<file path="config.mk">
export PLATFORM = sky130hd
export DESIGN_NAME = srer_top
export DESIGN_NICKNAME = d
export VERILOG_FILES = /design/src/srer_pkg.sv /design/src/srer_limit_timer.sv /design/src/srer_top.sv
export SDC_FILE = /design/constraint.sdc
export NUM_CORES = 1
export LEC_CHECK = 0
export BUFFER_PORTS_ARGS = -buffer_cell sky130_fd_sc_hd__clkbuf_2
export CAP_MARGIN = 0
export CORE_MARGIN = 4
export CORE_UTILIZATION = 30
export CTS_CLUSTER_SIZE = 24
export DETAILED_ROUTE_END_ITERATION = 7
export GPL_ROUTABILITY_DRIVEN = 0
export PLACE_DENSITY = 0.58
export SETUP_SLACK_MARGIN = 0.4
export SLEW_MARGIN = 0
export SYNTH_ARGS = -nofsm -noshare
export SYNTH_HDL_FRONTEND = slang
export SYNTH_SLANG_ARGS = --single-unit
</file>
<file path="constraint.sdc">
create_clock -name clk_i -period 19.95 [get_ports clk_i]
set_input_delay 0.9975 -clock clk_i [delete_from_list [all_inputs] [get_ports clk_i]]
set_output_delay 0.9975 -clock clk_i [all_outputs]
set_load 0.02 [all_outputs]
</file>
<file path="src/srer_pkg.sv">
// Purpose: shared constants and types for the stream read error report
// Assumes: 200 MHz clock, APB register access, 32-bit data
// Notes:   byte offsets of the register map, field positions, resets
package srer_pkg;

    ////////////////////////////////////////////////////////////////////////
    // clock and time limits
    localparam int unsigned SRER_CLK_MHZ      = 200;
    localparam int unsigned SRER_COMPLETION_TIME_LIMIT_MIN_MS  = 50;
    localparam int unsigned SRER_COMPLETION_TIME_LIMIT_MIN_CYC =
        SRER_COMPLETION_TIME_LIMIT_MIN_MS * 1000 * SRER_CLK_MHZ;

    ////////////////////////////////////////////////////////////////////////
    // register byte offsets
    localparam logic [7:0] SRER_OFS_CTRL    = 8'h00;
    localparam logic [7:0] SRER_OFS_FEATURE = 8'h04;
    localparam logic [7:0] SRER_OFS_DEFCCTL = 8'h08;
    localparam logic [7:0] SRER_OFS_CMD     = 8'h0C;
    localparam logic [7:0] SRER_OFS_STATUS  = 8'h10;
    localparam logic [7:0] SRER_OFS_ERROR   = 8'h14;
    localparam logic [7:0] SRER_OFS_SECNUM  = 8'h18;
    localparam logic [7:0] SRER_OFS_CYLLO   = 8'h1C;
    localparam logic [7:0] SRER_OFS_CYLHI   = 8'h20;
    localparam logic [7:0] SRER_OFS_SECCNT  = 8'h24;
    localparam logic [7:0] SRER_OFS_ERRLOG  = 8'h28;

    ////////////////////////////////////////////////////////////////////////
    // field positions
    localparam int unsigned SRER_CTRL_HBS_BIT = 0;
    localparam int unsigned SRER_FEAT_RC_BIT  = 6;
    localparam int unsigned SRER_ST_BSY_BIT   = 7;
    localparam int unsigned SRER_ST_RDY_BIT   = 6;
    localparam int unsigned SRER_ST_SE_BIT    = 5;
    localparam int unsigned SRER_ST_ERR_BIT   = 0;
    localparam int unsigned SRER_ER_CRC_BIT   = 7;
    localparam int unsigned SRER_ER_UNC_BIT   = 6;
    localparam int unsigned SRER_ER_ADDRESS_NOT_FOUND_ERROR_BIT  = 4;
    localparam int unsigned SRER_ER_ABORTED_COMMAND_ERROR_BIT  = 2;
    localparam int unsigned SRER_ER_TIME_LIMIT_EXPIRED_FLAG_BIT  = 0;

    ////////////////////////////////////////////////////////////////////////
    // reset values, busy status and count ceiling
    localparam logic [7:0]  SRER_STATUS_RST  = 8'h40;
    localparam logic [7:0]  SRER_STATUS_BUSY = 8'h80;
    localparam logic [15:0] SRER_FEATURE_RST = 16'h0000;
    localparam logic [7:0]  SRER_BYTE_RST    = 8'h00;
    localparam logic [15:0] SRER_CNT_MAX     = 16'hFFFF;

    ////////////////////////////////////////////////////////////////////////
    // types
    typedef enum logic [2:0] {
        ST_IDLE = 3'b001,
        ST_RUN  = 3'b010,
        ST_END  = 3'b100
    } srer_state_type;

    typedef struct packed {
        logic crc;
        logic uncorrectable_error;
        logic address_not_found_error;
        logic aborted_command_error;
    } srer_err_type;

    typedef struct packed {
        logic         valid;
        logic [47:0]  lba;
        srer_err_type err;
    } srer_media_type;

    function automatic logic [7:0] srer_err_byte(input srer_err_type e,
                                                 input logic time_limit_expired_flag);
        logic [7:0] b;
        b = 8'h00;
        b[SRER_ER_CRC_BIT]  = e.crc;
        b[SRER_ER_UNC_BIT]  = e.uncorrectable_error;
        b[SRER_ER_ADDRESS_NOT_FOUND_ERROR_BIT] = e.address_not_found_error;
        b[SRER_ER_ABORTED_COMMAND_ERROR_BIT] = e.aborted_command_error;
        b[SRER_ER_TIME_LIMIT_EXPIRED_FLAG_BIT] = time_limit_expired_flag;
        return b;
    endfunction : srer_err_byte

endpackage : srer_pkg

</file>
<file path="src/srer_limit_timer.sv">
// Purpose: command completion time limit counter
// Assumes: arm_i is a one-cycle pulse at command start
// Notes:   a requested limit below the floor is raised to the floor
`timescale 1ns/1ps
`default_nettype none
module srer_limit_timer
#(
    parameter int unsigned MIN_CYC = 10000000
)(
    input  wire logic        clk_i,
    input  wire logic        rst_i,
    input  wire logic        ce_i,
    input  wire logic        arm_i,
    input  wire logic        en_i,
    input  wire logic        stop_i,
    input  wire logic [31:0] req_cyc_i,
    output logic             expired_o
);

    localparam logic [31:0] MIN_L = 32'(MIN_CYC);

    logic [31:0] lim_q;
    logic [31:0] cnt_q;
    logic        run_q;
    logic        exp_q;
    logic [31:0] lim_w;
    logic        hit_w;

    assign lim_w     = (req_cyc_i < MIN_L) ? MIN_L : req_cyc_i;
    assign hit_w     = run_q && ((cnt_q + 32'h00000001) >= lim_q);
    assign expired_o = exp_q;

    always_ff @(posedge clk_i or posedge rst_i)
    begin
        if (rst_i)
        begin
            lim_q <= 32'h00000000;
            cnt_q <= 32'h00000000;
            run_q <= 1'b0;
            exp_q <= 1'b0;
        end
        else if (ce_i)
        begin
            exp_q <= hit_w && !stop_i;
            if (arm_i)
            begin
                lim_q <= lim_w;
                cnt_q <= 32'h00000000;
                run_q <= en_i;
            end
            else if (stop_i || hit_w)
                run_q <= 1'b0;
            if (run_q && !arm_i)
                cnt_q <= cnt_q + 32'h00000001;
        end
    end

    ////////////////////////////////////////////////////////////////////////
    limit_floor_a: assert property (
        @(posedge clk_i) disable iff (rst_i)
        expired_o |-> (cnt_q >= MIN_L)
    ) else $error("time limit expired before the minimum");

endmodule : srer_limit_timer
`default_nettype wire

</file>
<file path="src/srer_top.sv">
// Purpose: result and error reporting for a streaming sector read
// Assumes: media side reports errors and transfer end as pulses
// Notes:   registers over APB, zero wait states when ce_i is high
//
// Decided for this implementation: the placing of the registers and register access over APB.
`timescale 1ns/1ps
`default_nettype none
module srer_top
    import srer_pkg::*;
#(
    parameter int unsigned COMPLETION_TIME_LIMIT_MIN_CYC = SRER_COMPLETION_TIME_LIMIT_MIN_CYC,
    parameter int unsigned COMPLETION_TIME_LIMIT_UNIT_US = 1000
)(
    input  wire logic           clk_i,
    input  wire logic           rst_i,
    input  wire logic           ce_i,
    input  wire logic           psel_i,
    input  wire logic           penable_i,
    input  wire logic           pwrite_i,
    input  wire logic [31:0]    paddr_i,
    input  wire logic [31:0]    pwdata_i,
    output logic      [31:0]    prdata_o,
    output logic                pready_o,
    output logic                pslverr_o,
    input  wire srer_media_type media_i,
    input  wire logic           xfer_done_i,
    output logic                busy_o,
    output logic                cont_read_o,
    output logic                stop_xfer_o,
    output logic                cmd_end_o
);

    localparam logic [31:0] UNIT_CYC = 32'(COMPLETION_TIME_LIMIT_UNIT_US * SRER_CLK_MHZ);

    ////////////////////////////////////////////////////////////////////////
    // state
    srer_state_type state_q;
    logic           hbs_q;
    logic [15:0]    feature_q;
    logic [7:0]     defcctl_q;
    logic [7:0]     cmd_q;
    logic           rc_q;
    logic [47:0]    first_lba_q;
    logic [47:0]    last_lba_q;
    logic [15:0]    cnt_q;
    logic           have_err_q;
    logic           chain_q;
    srer_err_type   err_acc_q;
    logic           timeout_q;
    logic [7:0]     status_q;
    logic [7:0]     error_q;
    logic [7:0]     log_q;
    logic [47:0]    res_lba_q;
    logic [15:0]    res_cnt_q;
    logic [31:0]    prdata_q;
    logic           loaded_q;
    logic           end_q;
    logic           stop_q;

    ////////////////////////////////////////////////////////////////////////
    // bus decode
    logic        hit_hi_w;
    logic [7:0]  ofs_w;
    logic        sel_ctrl_w;
    logic        sel_feat_w;
    logic        sel_defc_w;
    logic        sel_cmd_w;
    logic        sel_ro_w;
    logic        mapped_w;
    logic        wr_en_w;
    logic        bad_w;
    logic [31:0] rd_mux_w;
    logic [7:0]  secnum_w;
    logic [7:0]  cyllo_w;
    logic [7:0]  cylhi_w;
    logic [7:0]  seccnt_w;

    assign hit_hi_w   = (paddr_i[31:8] == 24'h000000);
    assign ofs_w      = paddr_i[7:0];
    assign sel_ctrl_w = hit_hi_w && (ofs_w == SRER_OFS_CTRL);
    assign sel_feat_w = hit_hi_w && (ofs_w == SRER_OFS_FEATURE);
    assign sel_defc_w = hit_hi_w && (ofs_w == SRER_OFS_DEFCCTL);
    assign sel_cmd_w  = hit_hi_w && (ofs_w == SRER_OFS_CMD);
    assign sel_ro_w   = hit_hi_w && ((ofs_w == SRER_OFS_STATUS)
                      || (ofs_w == SRER_OFS_ERROR)
                      || (ofs_w == SRER_OFS_SECNUM)
                      || (ofs_w == SRER_OFS_CYLLO)
                      || (ofs_w == SRER_OFS_CYLHI)
                      || (ofs_w == SRER_OFS_SECCNT)
                      || (ofs_w == SRER_OFS_ERRLOG));
    assign mapped_w   = sel_ctrl_w || sel_feat_w || sel_defc_w
                      || sel_cmd_w || sel_ro_w;
    assign bad_w      = !mapped_w || (pwrite_i && sel_ro_w);
    assign pready_o   = psel_i && penable_i && loaded_q && ce_i;
    assign pslverr_o  = pready_o && bad_w;
    assign wr_en_w    = pready_o && pwrite_i && !bad_w;
    assign prdata_o   = prdata_q;

    // high byte select picks the upper half of each address field
    assign secnum_w = hbs_q ? res_lba_q[31:24] : res_lba_q[7:0];
    assign cyllo_w  = hbs_q ? res_lba_q[39:32] : res_lba_q[15:8];
    assign cylhi_w  = hbs_q ? res_lba_q[47:40] : res_lba_q[23:16];
    assign seccnt_w = hbs_q ? res_cnt_q[15:8]  : res_cnt_q[7:0];

    assign rd_mux_w =
        sel_ctrl_w ? {31'h00000000, hbs_q} :
        sel_feat_w ? {16'h0000, feature_q} :
        sel_defc_w ? {24'h000000, defcctl_q} :
        sel_cmd_w  ? {24'h000000, cmd_q} :
        !hit_hi_w  ? 32'h00000000 :
        (ofs_w == SRER_OFS_STATUS) ? {24'h000000, status_q} :
        (ofs_w == SRER_OFS_ERROR)  ? {24'h000000, error_q} :
        (ofs_w == SRER_OFS_SECNUM) ? {24'h000000, secnum_w} :
        (ofs_w == SRER_OFS_CYLLO)  ? {24'h000000, cyllo_w} :
        (ofs_w == SRER_OFS_CYLHI)  ? {24'h000000, cylhi_w} :
        (ofs_w == SRER_OFS_SECCNT) ? {24'h000000, seccnt_w} :
        (ofs_w == SRER_OFS_ERRLOG) ? {24'h000000, log_q} :
        32'h00000000;

    // read data captured in the setup cycle so prdata comes from a flop
    always_ff @(posedge clk_i or posedge rst_i)
    begin
        if (rst_i)
        begin
            prdata_q <= 32'h00000000;
            loaded_q <= 1'b0;
        end
        else if (ce_i)
        begin
            if (psel_i && !loaded_q)
            begin
                prdata_q <= rd_mux_w;
                loaded_q <= 1'b1;
            end
            else if (pready_o)
                loaded_q <= 1'b0;
        end
    end

    always_ff @(posedge clk_i or posedge rst_i)
    begin
        if (rst_i)
        begin
            hbs_q     <= 1'b0;
            feature_q <= SRER_FEATURE_RST;
            defcctl_q <= SRER_BYTE_RST;
        end
        else if (ce_i && wr_en_w)
        begin
            if (sel_ctrl_w)
                hbs_q <= pwdata_i[SRER_CTRL_HBS_BIT];
            if (sel_feat_w)
                feature_q <= pwdata_i[15:0];
            if (sel_defc_w)
                defcctl_q <= pwdata_i[7:0];
        end
    end

    ////////////////////////////////////////////////////////////////////////
    // command sequencing
    logic         start_w;
    logic         any_err_w;
    logic         chained_w;
    logic         expired_w;
    logic         fail_w;
    logic [7:0]   completion_time_limit_w;
    logic [31:0]  req_cyc_w;
    logic [7:0]   ebyte_w;

    assign start_w   = wr_en_w && sel_cmd_w && (state_q == ST_IDLE);
    assign any_err_w = media_i.valid && (|media_i.err);
    assign chained_w = chain_q && (media_i.lba == last_lba_q + 48'h1);
    // previous feature byte wins; zero falls back to the stored default
    assign completion_time_limit_w    = (feature_q[15:8] != 8'h00) ? feature_q[15:8]
                                                  : defcctl_q;
    assign req_cyc_w = {24'h000000, completion_time_limit_w} * UNIT_CYC;
    assign fail_w    = have_err_q || timeout_q;
    assign ebyte_w   = srer_err_byte(err_acc_q, timeout_q);
    assign busy_o      = (state_q != ST_IDLE);
    assign cont_read_o = rc_q;
    assign stop_xfer_o = stop_q;
    assign cmd_end_o   = end_q;

    srer_limit_timer #(
        .MIN_CYC   (COMPLETION_TIME_LIMIT_MIN_CYC)
    ) u_timer (
        .clk_i     (clk_i),
        .rst_i     (rst_i),
        .ce_i      (ce_i),
        .arm_i     (start_w),
        .en_i      (completion_time_limit_w != 8'h00),
        .stop_i    (state_q == ST_END),
        .req_cyc_i (req_cyc_w),
        .expired_o (expired_w)
    );

    always_ff @(posedge clk_i or posedge rst_i)
    begin
        if (rst_i)
        begin
            state_q   <= ST_IDLE;
            cmd_q     <= SRER_BYTE_RST;
            rc_q      <= 1'b0;
            timeout_q <= 1'b0;
            end_q     <= 1'b0;
            stop_q    <= 1'b0;
        end
        else if (ce_i)
        begin
            end_q  <= 1'b0;
            stop_q <= 1'b0;
            case (state_q)
                ST_IDLE:
                    if (start_w)
                    begin
                        cmd_q     <= pwdata_i[7:0];
                        rc_q      <= feature_q[SRER_FEAT_RC_BIT];
                        timeout_q <= 1'b0;
                        state_q   <= ST_RUN;
                    end
                ST_RUN:
                    if (expired_w)
                    begin
                        timeout_q <= 1'b1;
                        stop_q    <= 1'b1;
                        state_q   <= ST_END;
                    end
                    // without continuous read an error ends the command
                    else if (xfer_done_i || (any_err_w && !rc_q))
                    begin
                        stop_q  <= !xfer_done_i;
                        state_q <= ST_END;
                    end
                ST_END:
                begin
                    end_q   <= 1'b1;
                    state_q <= ST_IDLE;
                end
                default:
                    state_q <= ST_IDLE;
            endcase
        end
    end

    // first faulty sector and the run of consecutive faulty sectors
    always_ff @(posedge clk_i or posedge rst_i)
    begin
        if (rst_i)
        begin
            first_lba_q <= 48'h000000000000;
            last_lba_q  <= 48'h000000000000;
            cnt_q       <= 16'h0000;
            have_err_q  <= 1'b0;
            chain_q     <= 1'b0;
            err_acc_q   <= '0;
        end
        else if (ce_i)
        begin
            if (start_w)
            begin
                first_lba_q <= 48'h000000000000;
                cnt_q       <= 16'h0000;
                have_err_q  <= 1'b0;
                chain_q     <= 1'b0;
                err_acc_q   <= '0;
            end
            else if ((state_q == ST_RUN) && any_err_w)
            begin
                err_acc_q <= err_acc_q | media_i.err;
                if (!have_err_q)
                begin
                    first_lba_q <= media_i.lba;
                    last_lba_q  <= media_i.lba;
                    cnt_q       <= 16'h0001;
                    have_err_q  <= 1'b1;
                    chain_q     <= 1'b1;
                end
                else if (chained_w)
                begin
                    last_lba_q <= media_i.lba;
                    if (cnt_q != SRER_CNT_MAX)
                        cnt_q <= cnt_q + 16'h0001;
                end
                else
                    chain_q <= 1'b0;
            end
        end
    end

    // ending status; busy shows only while a command runs
    always_ff @(posedge clk_i or posedge rst_i)
    begin
        if (rst_i)
        begin
            status_q  <= SRER_STATUS_RST;
            error_q   <= SRER_BYTE_RST;
            log_q     <= SRER_BYTE_RST;
            res_lba_q <= 48'h000000000000;
            res_cnt_q <= 16'h0000;
        end
        else if (ce_i)
        begin
            if (start_w)
            begin
                status_q <= SRER_STATUS_BUSY;
                log_q    <= SRER_BYTE_RST;
            end
            else if (state_q == ST_END)
            begin
                status_q <= SRER_STATUS_RST;
                status_q[SRER_ST_SE_BIT]  <= rc_q && fail_w;
                status_q[SRER_ST_ERR_BIT] <= !rc_q && fail_w;
                error_q   <= rc_q ? SRER_BYTE_RST : ebyte_w;
                log_q     <= rc_q ? ebyte_w : SRER_BYTE_RST;
                res_lba_q <= first_lba_q;
                res_cnt_q <= cnt_q;
            end
        end
    end

    ////////////////////////////////////////////////////////////////////////
    logic end_lo_w;
    logic end_hi_w;
    assign end_lo_w = ce_i && (state_q == ST_END) && !hbs_q
                      && !(wr_en_w && sel_ctrl_w);
    assign end_hi_w = ce_i && (state_q == ST_END) && hbs_q
                      && !(wr_en_w && sel_ctrl_w);

    secnum_low_a: assert property (@(posedge clk_i) disable iff (rst_i)
        end_lo_w |=> secnum_w == $past(first_lba_q[7:0])
    ) else $error("sector number low byte wrong at end");
    secnum_high_a: assert property (@(posedge clk_i) disable iff (rst_i)
        end_hi_w |=> secnum_w == $past(first_lba_q[31:24])
    ) else $error("sector number high byte wrong at end");
    cyllo_low_a: assert property (@(posedge clk_i) disable iff (rst_i)
        end_lo_w |=> cyllo_w == $past(first_lba_q[15:8])
    ) else $error("cylinder low byte wrong at end");
    cyllo_high_a: assert property (@(posedge clk_i) disable iff (rst_i)
        end_hi_w |=> cyllo_w == $past(first_lba_q[39:32])
    ) else $error("cylinder low high byte wrong at end");
    cylhi_low_a: assert property (@(posedge clk_i) disable iff (rst_i)
        end_lo_w |=> cylhi_w == $past(first_lba_q[23:16])
    ) else $error("cylinder high byte wrong at end");
    cylhi_high_a: assert property (@(posedge clk_i) disable iff (rst_i)
        end_hi_w |=> cylhi_w == $past(first_lba_q[47:40])
    ) else $error("cylinder high high byte wrong at end");
    timeout_flag_a: assert property (@(posedge clk_i) disable iff (rst_i)
        (ce_i && state_q == ST_RUN && expired_w && !rc_q)
        |=> ##1 error_q[SRER_ER_TIME_LIMIT_EXPIRED_FLAG_BIT] && end_q
    ) else $error("time limit flag not set after expiry");
    stream_err_a: assert property (@(posedge clk_i) disable iff (rst_i)
        (ce_i && state_q == ST_END && rc_q && fail_w)
        |=> status_q[SRER_ST_SE_BIT] && !status_q[SRER_ST_BSY_BIT]
    ) else $error("stream error flag missing");
    run_count_a: assert property (@(posedge clk_i) disable iff (rst_i)
        (ce_i && state_q == ST_END && have_err_q)
        |=> res_cnt_q == $past(cnt_q) && res_cnt_q != 16'h0000
    ) else $error("faulty sector count wrong");
    log_route_a: assert property (@(posedge clk_i) disable iff (rst_i)
        (ce_i && state_q == ST_END && rc_q)
        |=> error_q == 8'h00 && !status_q[SRER_ST_ERR_BIT]
            && log_q == $past(ebyte_w)
    ) else $error("continuous read errors not routed to log");

endmodule : srer_top
`default_nettype wire

</file>
Word level (Yosys, flattened, before mapping)
Cells that the tools add are included.
{"block": "totals", "input_bits": 124, "word_cells": 195, "ff_bits": 345, "out_inout_bits": 38}
{"block": "classes", "order_cmp": 2, "n_mul": 1, "bitwise_logic": 2, "n_mux": 59, "eq_ne": 24, "reduce_logical": 75, "add_sub_neg": 3}
{"cell": "two-way mux 48 bit", "count": 5}
{"cell": "two-way mux 8 bit", "count": 21}
{"cell": "two-way mux 16 bit", "count": 7}
{"cell": "two-way mux 32 bit", "count": 2}
{"cell": "adder 48 x 1 -> 48 bit, second input constant", "count": 1}
{"cell": "equality test 48 bit", "count": 1}
{"cell": "adder 32 x 1 -> 32 bit, second input constant", "count": 1}
{"cell": "equality test 8 x 5 -> 1 bit, second input constant", "count": 4}
{"cell": ">= comparator 32 bit", "count": 1}
{"cell": "less-than comparator 26 x 24 -> 1 bit, second input constant", "count": 1}
{"cell": "two-way mux 26 bit", "count": 1}
{"cell": "logical AND 1 bit", "count": 25}
{"cell": "equality test 8 x 6 -> 1 bit, second input constant", "count": 3}
{"cell": "logical NOT 24 bit", "count": 1}
{"cell": "multiplier 8 x 12 -> 20 bit, second input constant", "count": 1}
{"cell": "AND reduction 2 bit", "count": 10}
{"cell": "adder 16 x 1 -> 16 bit, second input constant", "count": 1}
{"cell": "equality test 8 x 4 -> 1 bit, second input constant", "count": 2}
{"cell": "two-way mux 1 bit", "count": 16}
{"cell": "!= test 16 bit, second input constant", "count": 1}
{"cell": "nonzero test 8 bit", "count": 2}
{"cell": "AND reduction 3 bit", "count": 5}
{"cell": "logical OR 1 bit", "count": 14}
{"cell": "AND reduction 4 bit", "count": 3}
{"cell": "other kinds (17)", "count": 37}

Depth between registers and ports, before layout
Gate-level depths: netlist of run 1.
{"block": "depth", "depth_word": 19, "depth_mapped": 21, "mapped_depth_nobuf": 20}

By module
From an unflattened synthesis of run 1, not the netlist that was laid out.
{"block": "hier_totals", "cells_unflattened": 2092, "hier_area_um2": 18992.0}
{"mod": "srer_top", "n_inst": 1, "cells_per_inst": 1604, "area_per_inst_um2": 14736.6}
{"mod": "srer_limit_timer", "n_inst": 1, "cells_per_inst": 488, "area_per_inst_um2": 4255.3}

Worst setup path before layout of run 1
OpenSTA, ideal clock, no wires.
{"block": "synth_timing", "path_kind": "register to register", "from": "reg feature_q[11]", "to": "reg u_timer.lim_q[15]", "setup_ns": 0.137, "path_stages_with_launch": 21, "required_ns": 19.813, "period_less_slack_ns": 6.445, "slack_ns": 13.505, "arrival_time_ns": 6.308, "path_cell_list": "dfrtp_1 > or4_1 > nor3_1 > a21o_1 > ha_1 > ha_1 > inv_1 > fa_1 > inv_1 > fa_1 > ha_1 > a211oi_1 > o211ai_1 > a2111oi_0 > o31ai_1 > xnor2_1 > and3_1 > o32ai_1 > nand2_1 > clkbuf_1 > a2bb2oi_1"}
{"block": "synth_between", "elab_chain_cells": 5}
{"item": "from (decl)", "line": "srer_top.sv:39", "rtl": "logic [15:0] feature_q;"}
{"item": "from (signal assigned)", "line": "srer_top.sv:153", "rtl": "feature_q <= pwdata_i[15:0];"}
{"item": "nonzero test 8 bit", "line": "srer_top.sv:174", "rtl": "assign completion_time_limit_w = (feature_q[15:8] != 8'h00) ? feature_q[15:8]"}
{"item": "two-way mux 8 bit *", "line": "srer_top.sv:174"}
{"item": "multiplier 8 x 12 -> 20 bit *", "line": "srer_top.sv:176", "rtl": "assign req_cyc_w = {24'h000000, completion_time_limit_w} * UNIT_CYC;"}
{"item": "less-than comparator 26 x 24 -> 1 bit", "line": "srer_limit_timer.sv:29", "rtl": "assign lim_w = (req_cyc_i < MIN_L) ? MIN_L : req_cyc_i;"}
{"item": "two-way mux 26 bit *", "line": "srer_limit_timer.sv:29"}
{"item": "to (signal assigned)", "line": "srer_limit_timer.sv:47", "rtl": "lim_q <= lim_w;"}
{"item": "to (decl)", "line": "srer_limit_timer.sv:22", "rtl": "logic [31:0] lim_q;"}
Every way passes the cells marked *; elsewhere a longest branch is shown, timed or not.
A chain may end at the register's enable or synchronous reset.

Worst setup path in the final report of run 1
{"block": "layout_timing", "from": "reg feature_q[11]", "to": "reg u_timer.lim_q[7]"}
Same word-level chain as after synthesis.

==> flow_metrics.env, run 1 <==
export IMPL_crit_chain="or4_1 > nor3_1 > a21o_1 > ha_1 > ha_1 > inv_1 > fa_1 > inv_1 > fa_1 > ha_1 > a211oi_1 > o211ai_1 > a2111oi_0 > o31ai_1 > xnor2_1 > and3_1 > o32ai_1 > nand2_1 > a2bb2oi_1"
export IMPL_setup_tns_ns=0
export IMPL_peakVddDrop_v=0.0000692
export IMPL_post_cts_resized=0
export IMPL_sw_frac_of_total_pct=24.5
export IMPL_p_clk_share_pct=47.0
export IMPL_hpwl_um=36000
export IMPL_p_int_mw=1.03
export IMPL_grt_max_degree=179
export IMPL_critPathArrivalTime_ns=8.25
export IMPL_start_util_pct=30.5
export IMPL_hold_violations=0
export IMPL_synthesis_area_um2=17700
export IMPL_min_to="cmd_q[4]"
export IMPL_postRouteWirelength_um=49700
export IMPL_ys_seq_area_share_pct=43.3
export IMPL_critPathMostFrequentCell="ha_1"
export IMPL_utilization_pct=34.8
export IMPL_setup_viol=0
export IMPL_clock_sinks=307
export IMPL_finalCritPeriodShare_pct=39.4
export IMPL_grt_usage_pct=15.6
export IMPL_path_clk_slew_ns=0.06
export IMPL_netlist_instances=1792
export IMPL_numPortBuffers=129
export IMPL_die_y_um=251
export IMPL_ys_types=76
export IMPL_slowest_stage="o32ai_1"
export IMPL_tritoncts="built"
export IMPL_whs_path_depth=2
export IMPL_cp_slowest_stage_delay_ns=0.82
export IMPL_grt_pass1_vias=13876
export IMPL_synth_edf_count=0
export IMPL_dr_pass1_iters=5
export IMPL_wl_per_cell_um=18.6
export IMPL_cp_start_kind="register"
export IMPL_cts_hold_buf=0
export IMPL_fillCellCount=5909
export IMPL_drt_initial_drc_count=959
export IMPL_final_cell_mix="dfrtp_1, nand2_1, clkbuf_2"
export IMPL_clock_latency_ns=0.57
export IMPL_whs_ns=0.480
export IMPL_cts_root_buf="clkbuf_16"
export IMPL_r2r_cells=19
export IMPL_synth_seq_cells=307
export IMPL_dp_cells=2619
export IMPL_critical_path_max_fanout=11
export IMPL_required_ns=20.34
export IMPL_drc=0
export IMPL_cp_end_kind="register"
export IMPL_min_delay_start="cmd_q[4]"
export IMPL_core_area_um2=58100
export IMPL_antenna_cells=0
export IMPL_max_slew_worst_pin_slew_ns=1.19
export IMPL_run_status="complete, no violations"
export IMPL_r2r_end="u_timer.lim_q[7]"
export IMPL_hp_class="reg -> reg"
export IMPL_clock_path_buffers=3
export IMPL_drive_gt1_share_pct=17.1
export IMPL_combinationalPowerShare_pct=5.6
export IMPL_slew_headroom_pct=20.2
export IMPL_synth_top_flop_cell="dfrtp_1"
export IMPL_cts_htree_levels=2
export IMPL_final_cells=2680
export IMPL_path_class="reg -> reg"
export IMPL_yosysWarnings=0
export IMPL_async_reset_ff_share_pct=100
export IMPL_routed_via_density=5.20
export IMPL_layout_commonest_cell="dfrtp_1"
export IMPL_rrSetupSlack_ns=12.09
export IMPL_fp_dieW_um=251
export IMPL_skew_ns=0.0254
export IMPL_syn2layout_area_growth_pct=13.9
export IMPL_p_seq_share_pct=47.4
export IMPL_overflow=0
export IMPL_fmax_mhz=127
export IMPL_postCtsSetupBuffers=0
export IMPL_postSynthAreaPerCell_um2=9.90
export IMPL_row_count=88
export IMPL_antenna_found_initial=1
export IMPL_dieArea_um2=63100
export IMPL_nNetsFinal=2103
export IMPL_period_needed_ns=7.86
export IMPL_p_leak_nw=9.76
export IMPL_grt_pass1_wl_um=79200
export IMPL_r2r_start="feature_q[11]"
export IMPL_design_power_total_mw=1.36
export IMPL_via_count=13927
export IMPL_power_density_nw_per_um2=67.4
export IMPL_num_io_pins=162
export IMPL_drv_cap=0
export IMPL_antenna_left=0
export IMPL_drv_slew=0
export IMPL_switchingPower_mw=0.333
export IMPL_numCtsBuffers=36
export IMPL_rsz0062_at_grt="no"
-- state kept, by name, summed over array words and instances (netlist names), 3 cells and up --
register	cells
ebyte_w	4
error_q	5
prdata_o	16
cmd_q	8
res_lba_q	48
u_timer.lim_q	20
log_q	5
last_lba_q	48
cnt_q	16
feature_q	16
u_timer.cnt_q	32
status_q	4
res_cnt_q	16
state_q	3
defcctl_q	8
first_lba_q	48
-- cell families (layout without fill, tap and decap cells) --
kind of cell / after synthesis / count (layout) / synth area share [%]
adder cells (fa/ha/maj): 87 / 87 / 6.60
AO/OA/AOI/OAI: 317 / 317 / 12.0
AND/OR/NAND/NOR: 651 / 651 / 17.7
XOR/XNOR: 104 / 104 / 5.13
other: 1 / 16 / 0.0211
multiplexers: 182 / 182 / 11.7
flip-flops: 307 / 307 / 43.3
buffers and inverters: 143 / 251 / 3.53
-- synth_stat cells (8+ instances only) --
master	number	area, um2
nand2b_1	9	56.3
a21oi_1	59	295
clkbuf_1	58	218
nor3_1	38	190
o31ai_1	17	128
o211ai_1	9	67.6
a21o_1	23	173
a211oi_1	9	67.6
dfrtp_1	305	7630
a31oi_1	9	56.3
o21ai_0	83	415
and3_1	16	100
buf_1	11	41.3
o22ai_1	10	62.6
or4_1	8	60.1
ha_1	76	951
mux2_1	31	349
and2_1	17	106
nand3_1	102	510
a22o_1	17	149
nor2_1	82	308
nand2_1	259	972
mux2_4	18	270
or3_1	25	156
and4_1	14	123
nor4_1	20	125
mux2i_1	35	350
mux2_2	98	1100
xnor2_1	63	552
buf_4	16	120
fa_1	11	220
a221o_1	9	90.1
nand4_1	32	200
inv_1	49	184
xor2_1	41	359
-- worst max-delay path: cells and delay by family, from the launching register on --
kind / cells / cell delay (ns)
xor+xnor: 1 / 0.19
simple gates: 4 / 1.92
fa+ha+maj: 5 / 1.98
flops: 1 / 0.40
buf+inv: 2 / 0.12
compound gates: 7 / 3.10
-- metal layers --
metal / vias to the layer above / track usage, % / part of all wire [%]
li1: 6635 / - / -
met1: 6901 / 21.8 / 46
met2: 318 / 25.3 / 47
met3: 71 / 2.31 / 4.6
met4: 2 / 4.28 / 2.2
met5: - / 0 / 0.044
-- power groups by stage --
| stage | logic (mW) | clock network, mW | registers, mW |
|---|---|---|---|
| detailed placement | 0.0770 | 0 | 0.657 |
| global placement | 0.0757 | 0 | 0.656 |
| CTS | 0.0774 | 0.660 | 0.646 |
| floorplan | 0.0461 | 0 | 0.653 |
| finish | 0.0761 | 0.640 | 0.646 |
| global route | 0.0853 | 0.685 | 0.647 |
-- metrics by stage --
stage	instance area, um2	worst slack, ns
after floorplan	17800	10.47
after global placement	19100	12.38
after detailed placement	19100	12.24
after CTS	20200	12.20
after global routing	20200	11.59
final	20200	12.09
-- area by class of cell --
type | count | area (um2) | area share (%)
Tap cell | 765 | 957 | 4.74
Clock inverter | 10 | 109 | 0.539
Sequential cell | 307 | 7680 | 38.0
Clock buffer | 51 | 1010 | 4.99
Inverter | 49 | 191 | 0.947
Timing Repair Buffer | 141 | 748 | 3.70
Multi-Input combinational cell | 1357 | 9510 | 47.1
-- worst max-delay path by stage --
stage	from	to	slack [ns]	depth (start not counted)
global route	feature_q[11]	u_timer.lim_q[15]	11.59	19
finish	feature_q[11]	u_timer.lim_q[7]	12.09	19
floorplan	rst_i	chain_q	10.47	1
detailed placement	feature_q[11]	u_timer.lim_q[20]	12.24	19
CTS	feature_q[11]	u_timer.lim_q[15]	12.20	19
global placement	feature_q[11]	u_timer.lim_q[7]	12.38	19
No activity file was read; power rests on OpenSTA's default activity.
==> run 2, diff against run 1 <==
==> constraint.sdc (replaced) <==
create_clock -name clk_i -period 7.55 [get_ports clk_i]
set_input_delay 0.3775 -clock clk_i [delete_from_list [all_inputs] [get_ports clk_i]]
set_output_delay 0.3775 -clock clk_i [all_outputs]
set_load 0.02 [all_outputs]
==> flow_metrics.env, run 2 (synthesized netlist as in run 1, its figures left out) <==
export IMPL_nNetsFinal=2107
export IMPL_cp_start_kind="register"
export IMPL_run_status="complete, no violations"
export IMPL_hpwl_um=36300
export IMPL_cp_end_kind="register"
export IMPL_combinationalPowerShare_pct=5.3
export IMPL_path_clk_slew_ns=0.06
export IMPL_p_int_mw=2.91
export IMPL_drv_cap=0
export IMPL_via_count=14164
export IMPL_cts_htree_levels=2
export IMPL_fmax_mhz=149
export IMPL_rsz0062_at_grt="no"
export IMPL_p_clk_share_pct=49.6
export IMPL_pre_cts_ws_ns=0.775
export IMPL_top_regs="first_lba_q x48, last_lba_q x48, res_lba_q x48"
export IMPL_postRouteWirelength_um=50000
export IMPL_drt_initial_drc_count=957
export IMPL_setup_viol=0
export IMPL_antenna_cells=0
export IMPL_wl_per_cell_um=18.6
export IMPL_critical_path_max_fanout=11
export IMPL_cts_root_buf="clkbuf_16"
export IMPL_p_seq_share_pct=45.1
export IMPL_final_cell_mix="dfrtp_1, nand2_1, clkbuf_2"
export IMPL_syn2layout_area_growth_pct=14.9
export IMPL_tritoncts="built"
export IMPL_switchingPower_mw=0.880
export IMPL_r2r_start="feature_q[11]"
export IMPL_worst_path_dominant_cell_family="compound AO/OA/AOI/OAI gates"
export IMPL_worst_path_buf_inv=4
export IMPL_r2r_cells=21
export IMPL_core_area_um2=58100
export IMPL_power_density_nw_per_um2=186
export IMPL_required_ns=7.93
export IMPL_grt_pass1_wl_um=79700
export IMPL_grt_usage_pct=15.5
export IMPL_grt_pass1_vias=14212
export IMPL_layout_commonest_cell="dfrtp_1"
export IMPL_dieArea_um2=63100
export IMPL_routed_via_density=5.27
export IMPL_antenna_found_initial=0
export IMPL_critPathArrivalTime_ns=7.10
export IMPL_grt_max_degree=183
export IMPL_p_leak_nw=9.84
export IMPL_overflow=0
export IMPL_skew_ns=0.0282
export IMPL_clock_path_buffers=3
export IMPL_crit_chain="or4_1 > nor3_1 > buf_4 > a21o_1 > ha_1 > ha_1 > inv_1 > fa_1 > inv_1 > fa_1 > ha_1 > a211oi_1 > o211ai_1 > a2111oi_1 > o31ai_1 > xnor2_1 > and3_1 > o32ai_1 > buf_4 > nand2_1 > a2bb2oi_1"
export IMPL_fin_ws_ns=0.835
export IMPL_die_y_um=251
export IMPL_cp_slowest_stage_delay_ns=0.61
export IMPL_setup_tns_ns=0
export IMPL_dr_pass1_iters=5
export IMPL_antenna_left=0
export IMPL_sw_frac_of_total_pct=23.3
export IMPL_numPortBuffers=129
export IMPL_r2r_end="u_timer.lim_q[15]"
export IMPL_start_util_pct=30.5
export IMPL_critPathLaunch="feature_q[11]"
export IMPL_worstSetupEndpoint="u_timer.lim_q[15]"
export IMPL_clock_latency_ns=0.55
export IMPL_slew_headroom_pct=17.7
export IMPL_drc=0
export IMPL_peakVddDrop_v=0.000136
export IMPL_clock_sinks=307
export IMPL_fp_dieW_um=251
export IMPL_num_io_pins=162
export IMPL_crit_cells=21
export IMPL_drive_gt1_share_pct=17.4
export IMPL_rrSetupSlack_ns=0.84
export IMPL_drv_slew=0
export IMPL_numCtsBuffers=36
export IMPL_path_class="reg -> reg"
export IMPL_critPathMostFrequentCell="ha_1"
export IMPL_hold_violations=0
export IMPL_slowest_stage="a2111oi_1"
export IMPL_finalCritPeriodShare_pct=88.9
export IMPL_min_delay_start="media_i[46]"
export IMPL_period_needed_ns=6.71
export IMPL_max_slew_worst_pin_slew_ns=1.23
export IMPL_row_count=88
export IMPL_hp_class="in -> reg"
export IMPL_design_power_total_mw=3.79
## run 2: worst min path at each step
| stage | end | depth (start not counted) |
|---|---|---|
| floorplan | cmd_q[6] | 2 |
| global placement | ebyte_w[7] | 2 |
| detailed placement | first_lba_q[22] | 2 |
| CTS | first_lba_q[44] | 3 |
| global route | feature_q[12] | 2 |
| finish | first_lba_q[42] | 3 |
## run 2: worst min-delay path, delay by kind of cell
family | cells | cell delay, ns
buffers and inverters | 1 | 0.11
and+or+nand+nor | 2 | 0.10
## run 2: power by group through the flow
stage | clock (mW) | combinational, mW | sequential, mW
4_1_cts | 1.92 | 0.204 | 1.71
2_1_floorplan | 0 | 0.122 | 1.73
3_5_place_dp | 0 | 0.203 | 1.74
6_report | 1.88 | 0.201 | 1.71
3_3_place_gp | 0 | 0.199 | 1.73
5_1_grt | 1.99 | 0.224 | 1.71
## run 2: layer usage
| layer | GRT usage (%) | routed length (um) |
|---|---|---|
| met5 | 0 | 0 |
| met4 | 4.28 | 1110 |
| met3 | 2.28 | 2340 |
| met2 | 25.7 | 23700 |
| met1 | 21.4 | 22800 |
## run 2: layout make-up
class / count / area (um2)
Inverter: 49 / 188
Clock buffer: 53 / 1070
Multi-Input combinational cell: 1357 / 9510
Timing Repair Buffer: 145 / 781
Sequential cell: 307 / 7680
Clock inverter: 12 / 206
Tap cell: 765 / 957
Fill cell: 5990 / 37700
## run 2: through the flow
step                utilization (%)  std cells  hold WS, ns  area (um2)
floorplan                         -       1807        0.446       17800
global placement               32.9       2622        0.371       19100
detailed placement             32.9       2622        0.384       19100
CTS                            35.1       2688       0.0428       20400
global route                   35.1       2688       0.0593       20400
finish                         35.1       2688       0.0723       20400
## run 2: repair_timing
item	in CTS	in global routing
endpoints found under the setup margin	0	11
endpoints found under the hold margin	11	0
hold buffers	1	0
gates resized for setup	0	1
setup buffers	0	0
==> run 3, diff against run 2 <==
==> constraint.sdc (replaced) <==
create_clock -name clk_i -period 7.55 [get_ports clk_i]
set_input_delay 0.755 -clock clk_i [delete_from_list [all_inputs] [get_ports clk_i]]
set_output_delay 0.755 -clock clk_i [all_outputs]
set_load 0.02 [all_outputs]
==> flow_metrics.env, run 3 (synthesized netlist as in run 1, its figures left out) <==
export IMPL_hold_violations=0
export IMPL_postRouteWirelength_um=50100
export IMPL_hp_class="in -> async"
export IMPL_row_count=88
export IMPL_max_slew_worst_pin_slew_ns=1.21
export IMPL_finalCritPeriodShare_pct=88.3
export IMPL_dr_pass1_iters=5
export IMPL_clock_sinks=307
export IMPL_period_needed_ns=6.67
export IMPL_rsz0062_at_grt="no"
export IMPL_die_y_um=251
export IMPL_required_ns=7.92
export IMPL_clock_latency_ns=0.55
export IMPL_power_density_nw_per_um2=180
export IMPL_place_area_um2=19100
export IMPL_slew_headroom_pct=19.2
export IMPL_path_class="reg -> reg"
export IMPL_grt_usage_pct=15.6
export IMPL_cp_start_kind="register"
export IMPL_top_regs="first_lba_q x48, last_lba_q x48, res_lba_q x48"
export IMPL_drt_initial_drc_count=857
export IMPL_nNetsFinal=2107
export IMPL_hpwl_um=36300
export IMPL_peakVddDrop_v=0.000154
export IMPL_drc=0
export IMPL_p_leak_nw=9.80
export IMPL_skew_ns=0.0208
export IMPL_tritoncts="built"
export IMPL_grt_pass1_vias=14096
export IMPL_wl_per_cell_um=18.6
export IMPL_antenna_found_initial=0
export IMPL_p_int_mw=2.78
export IMPL_cts_hold_buf=0
export IMPL_clock_path_buffers=3
export IMPL_final_cell_mix="dfrtp_1, nand2_1, clkbuf_2"
export IMPL_antenna_left=0
export IMPL_design_power_total_mw=3.66
export IMPL_routed_via_density=5.25
export IMPL_path_clk_slew_ns=0.06
export IMPL_cts_root_buf="clkbuf_16"
export IMPL_grt_pass1_wl_um=79700
export IMPL_drv_cap=0
export IMPL_cp_end_kind="register"
export IMPL_p_seq_share_pct=46.7
export IMPL_via_count=14105
export IMPL_num_io_pins=162
export IMPL_overflow=0
export IMPL_p_clk_share_pct=47.8
export IMPL_drv_slew=0
export IMPL_numPortBuffers=129
export IMPL_fp_dieW_um=251
export IMPL_setup_viol=0
export IMPL_run_status="complete, no violations"
export IMPL_drive_gt1_share_pct=17.4
export IMPL_grt_max_degree=177
export IMPL_sw_frac_of_total_pct=24.1
export IMPL_core_area_um2=58100
export IMPL_combinationalPowerShare_pct=5.5
export IMPL_critPathArrivalTime_ns=7.04
export IMPL_fmax_mhz=150
export IMPL_numCtsBuffers=36
export IMPL_cts_htree_levels=2
export IMPL_critical_path_max_fanout=11
export IMPL_start_util_pct=30.5
export IMPL_syn2layout_area_growth_pct=14.3
export IMPL_layout_commonest_cell="dfrtp_1"
export IMPL_design_area_um2=20300
export IMPL_antenna_cells=0
export IMPL_switchingPower_mw=0.883
export IMPL_dieArea_um2=63100
export IMPL_setup_tns_ns=0
==> run 3: changes by cell type in the layout (fill, tap and decap cells not counted), sizes merged <==
cell,previous run,this run
clkinv,6,9
inv,48,50
buf,15,16
clkinvlp,2,1
dlygate4sd3,1,0
bufinv,5,3
clkbuf,182,178
==> run 3: routing by layer <==
layer	wire [um]	part of all wire [%]	track usage (%)
met5	0	0	0
met4	1170	2.3	4.14
met3	2340	4.7	2.44
met2	23700	47	25.7
met1	22900	46	21.4
==> run 3: per-stage QoR <==
step | hold WS [ns] | std cells | util (%) | setup slack (ns)
final | 0.262 | 2686 | 34.9 | 0.885
after global routing | 0.298 | 2686 | 34.9 | 0.470
after CTS | 0.249 | 2686 | 34.9 | 0.758
after global placement | 0.459 | 2623 | 32.9 | 0.858
after detailed placement | 0.463 | 2623 | 32.9 | 0.808
after floorplan | 0.446 | 1807 | - | 1.11
==> run 3: worst paths after layout <==
path,from,slack (ns),end,cells after the start
setup / recovery,feature_q[11],0.88,u_timer.lim_q[10],21
hold / removal,rst_i,0.26,res_lba_q[2],2
setup reg to reg,feature_q[11],0.88,u_timer.lim_q[10],21
hold reg to reg,status_q[7],0.48,status_q[7],2
max in group asynchronous,rst_i,5.93,feature_q[13],3
min in group clk_i,pwdata_i[7],0.45,cmd_q[7],3
==> run 3: final cells by class <==
class	count	area (um2)
sequential	307	7680
tap	765	957
timing repair buffer	145	778
clock inverter	14	171
inverter	49	188
clock buffer	49	990
multi-input combinational	1357	9510
fill	5899	37900
==> run 3: what timing repair did <==
action                                  CTS  global route
gates resized for setup                   0             1
endpoints found under the setup margin    0            11
buffers inserted                          0             0
endpoints found under the hold margin     0             0
==> run 3: power by group through the flow <==
stage / Sequential (mW) / Clock, mW / Combinational [mW]
after floorplan: 1.73 / 0 / 0.122
after global routing: 1.71 / 1.86 / 0.225
after global placement: 1.74 / 0 / 0.199
after CTS: 1.71 / 1.80 / 0.204
after detailed placement: 1.74 / 0 / 0.203
final: 1.71 / 1.75 / 0.201
==> run 3: critical path, cell delays in order, from the launching register on <==
cell	delay, ns
dfrtp_1	0.41
or4_1	0.56
nor3_1	0.19
buf_4	0.18
a21o_1	0.24
ha_1	0.30
ha_1	0.29
inv_1	0.05
fa_1	0.49
inv_1	0.05
fa_1	0.47
ha_1	0.38
a211oi_1	0.42
o211ai_1	0.22
a2111oi_1	0.65
o31ai_1	0.25
xnor2_1	0.18
and3_1	0.21
o32ai_1	0.28
buf_4	0.20
nand2_1	0.24
a2bb2oi_1	0.23
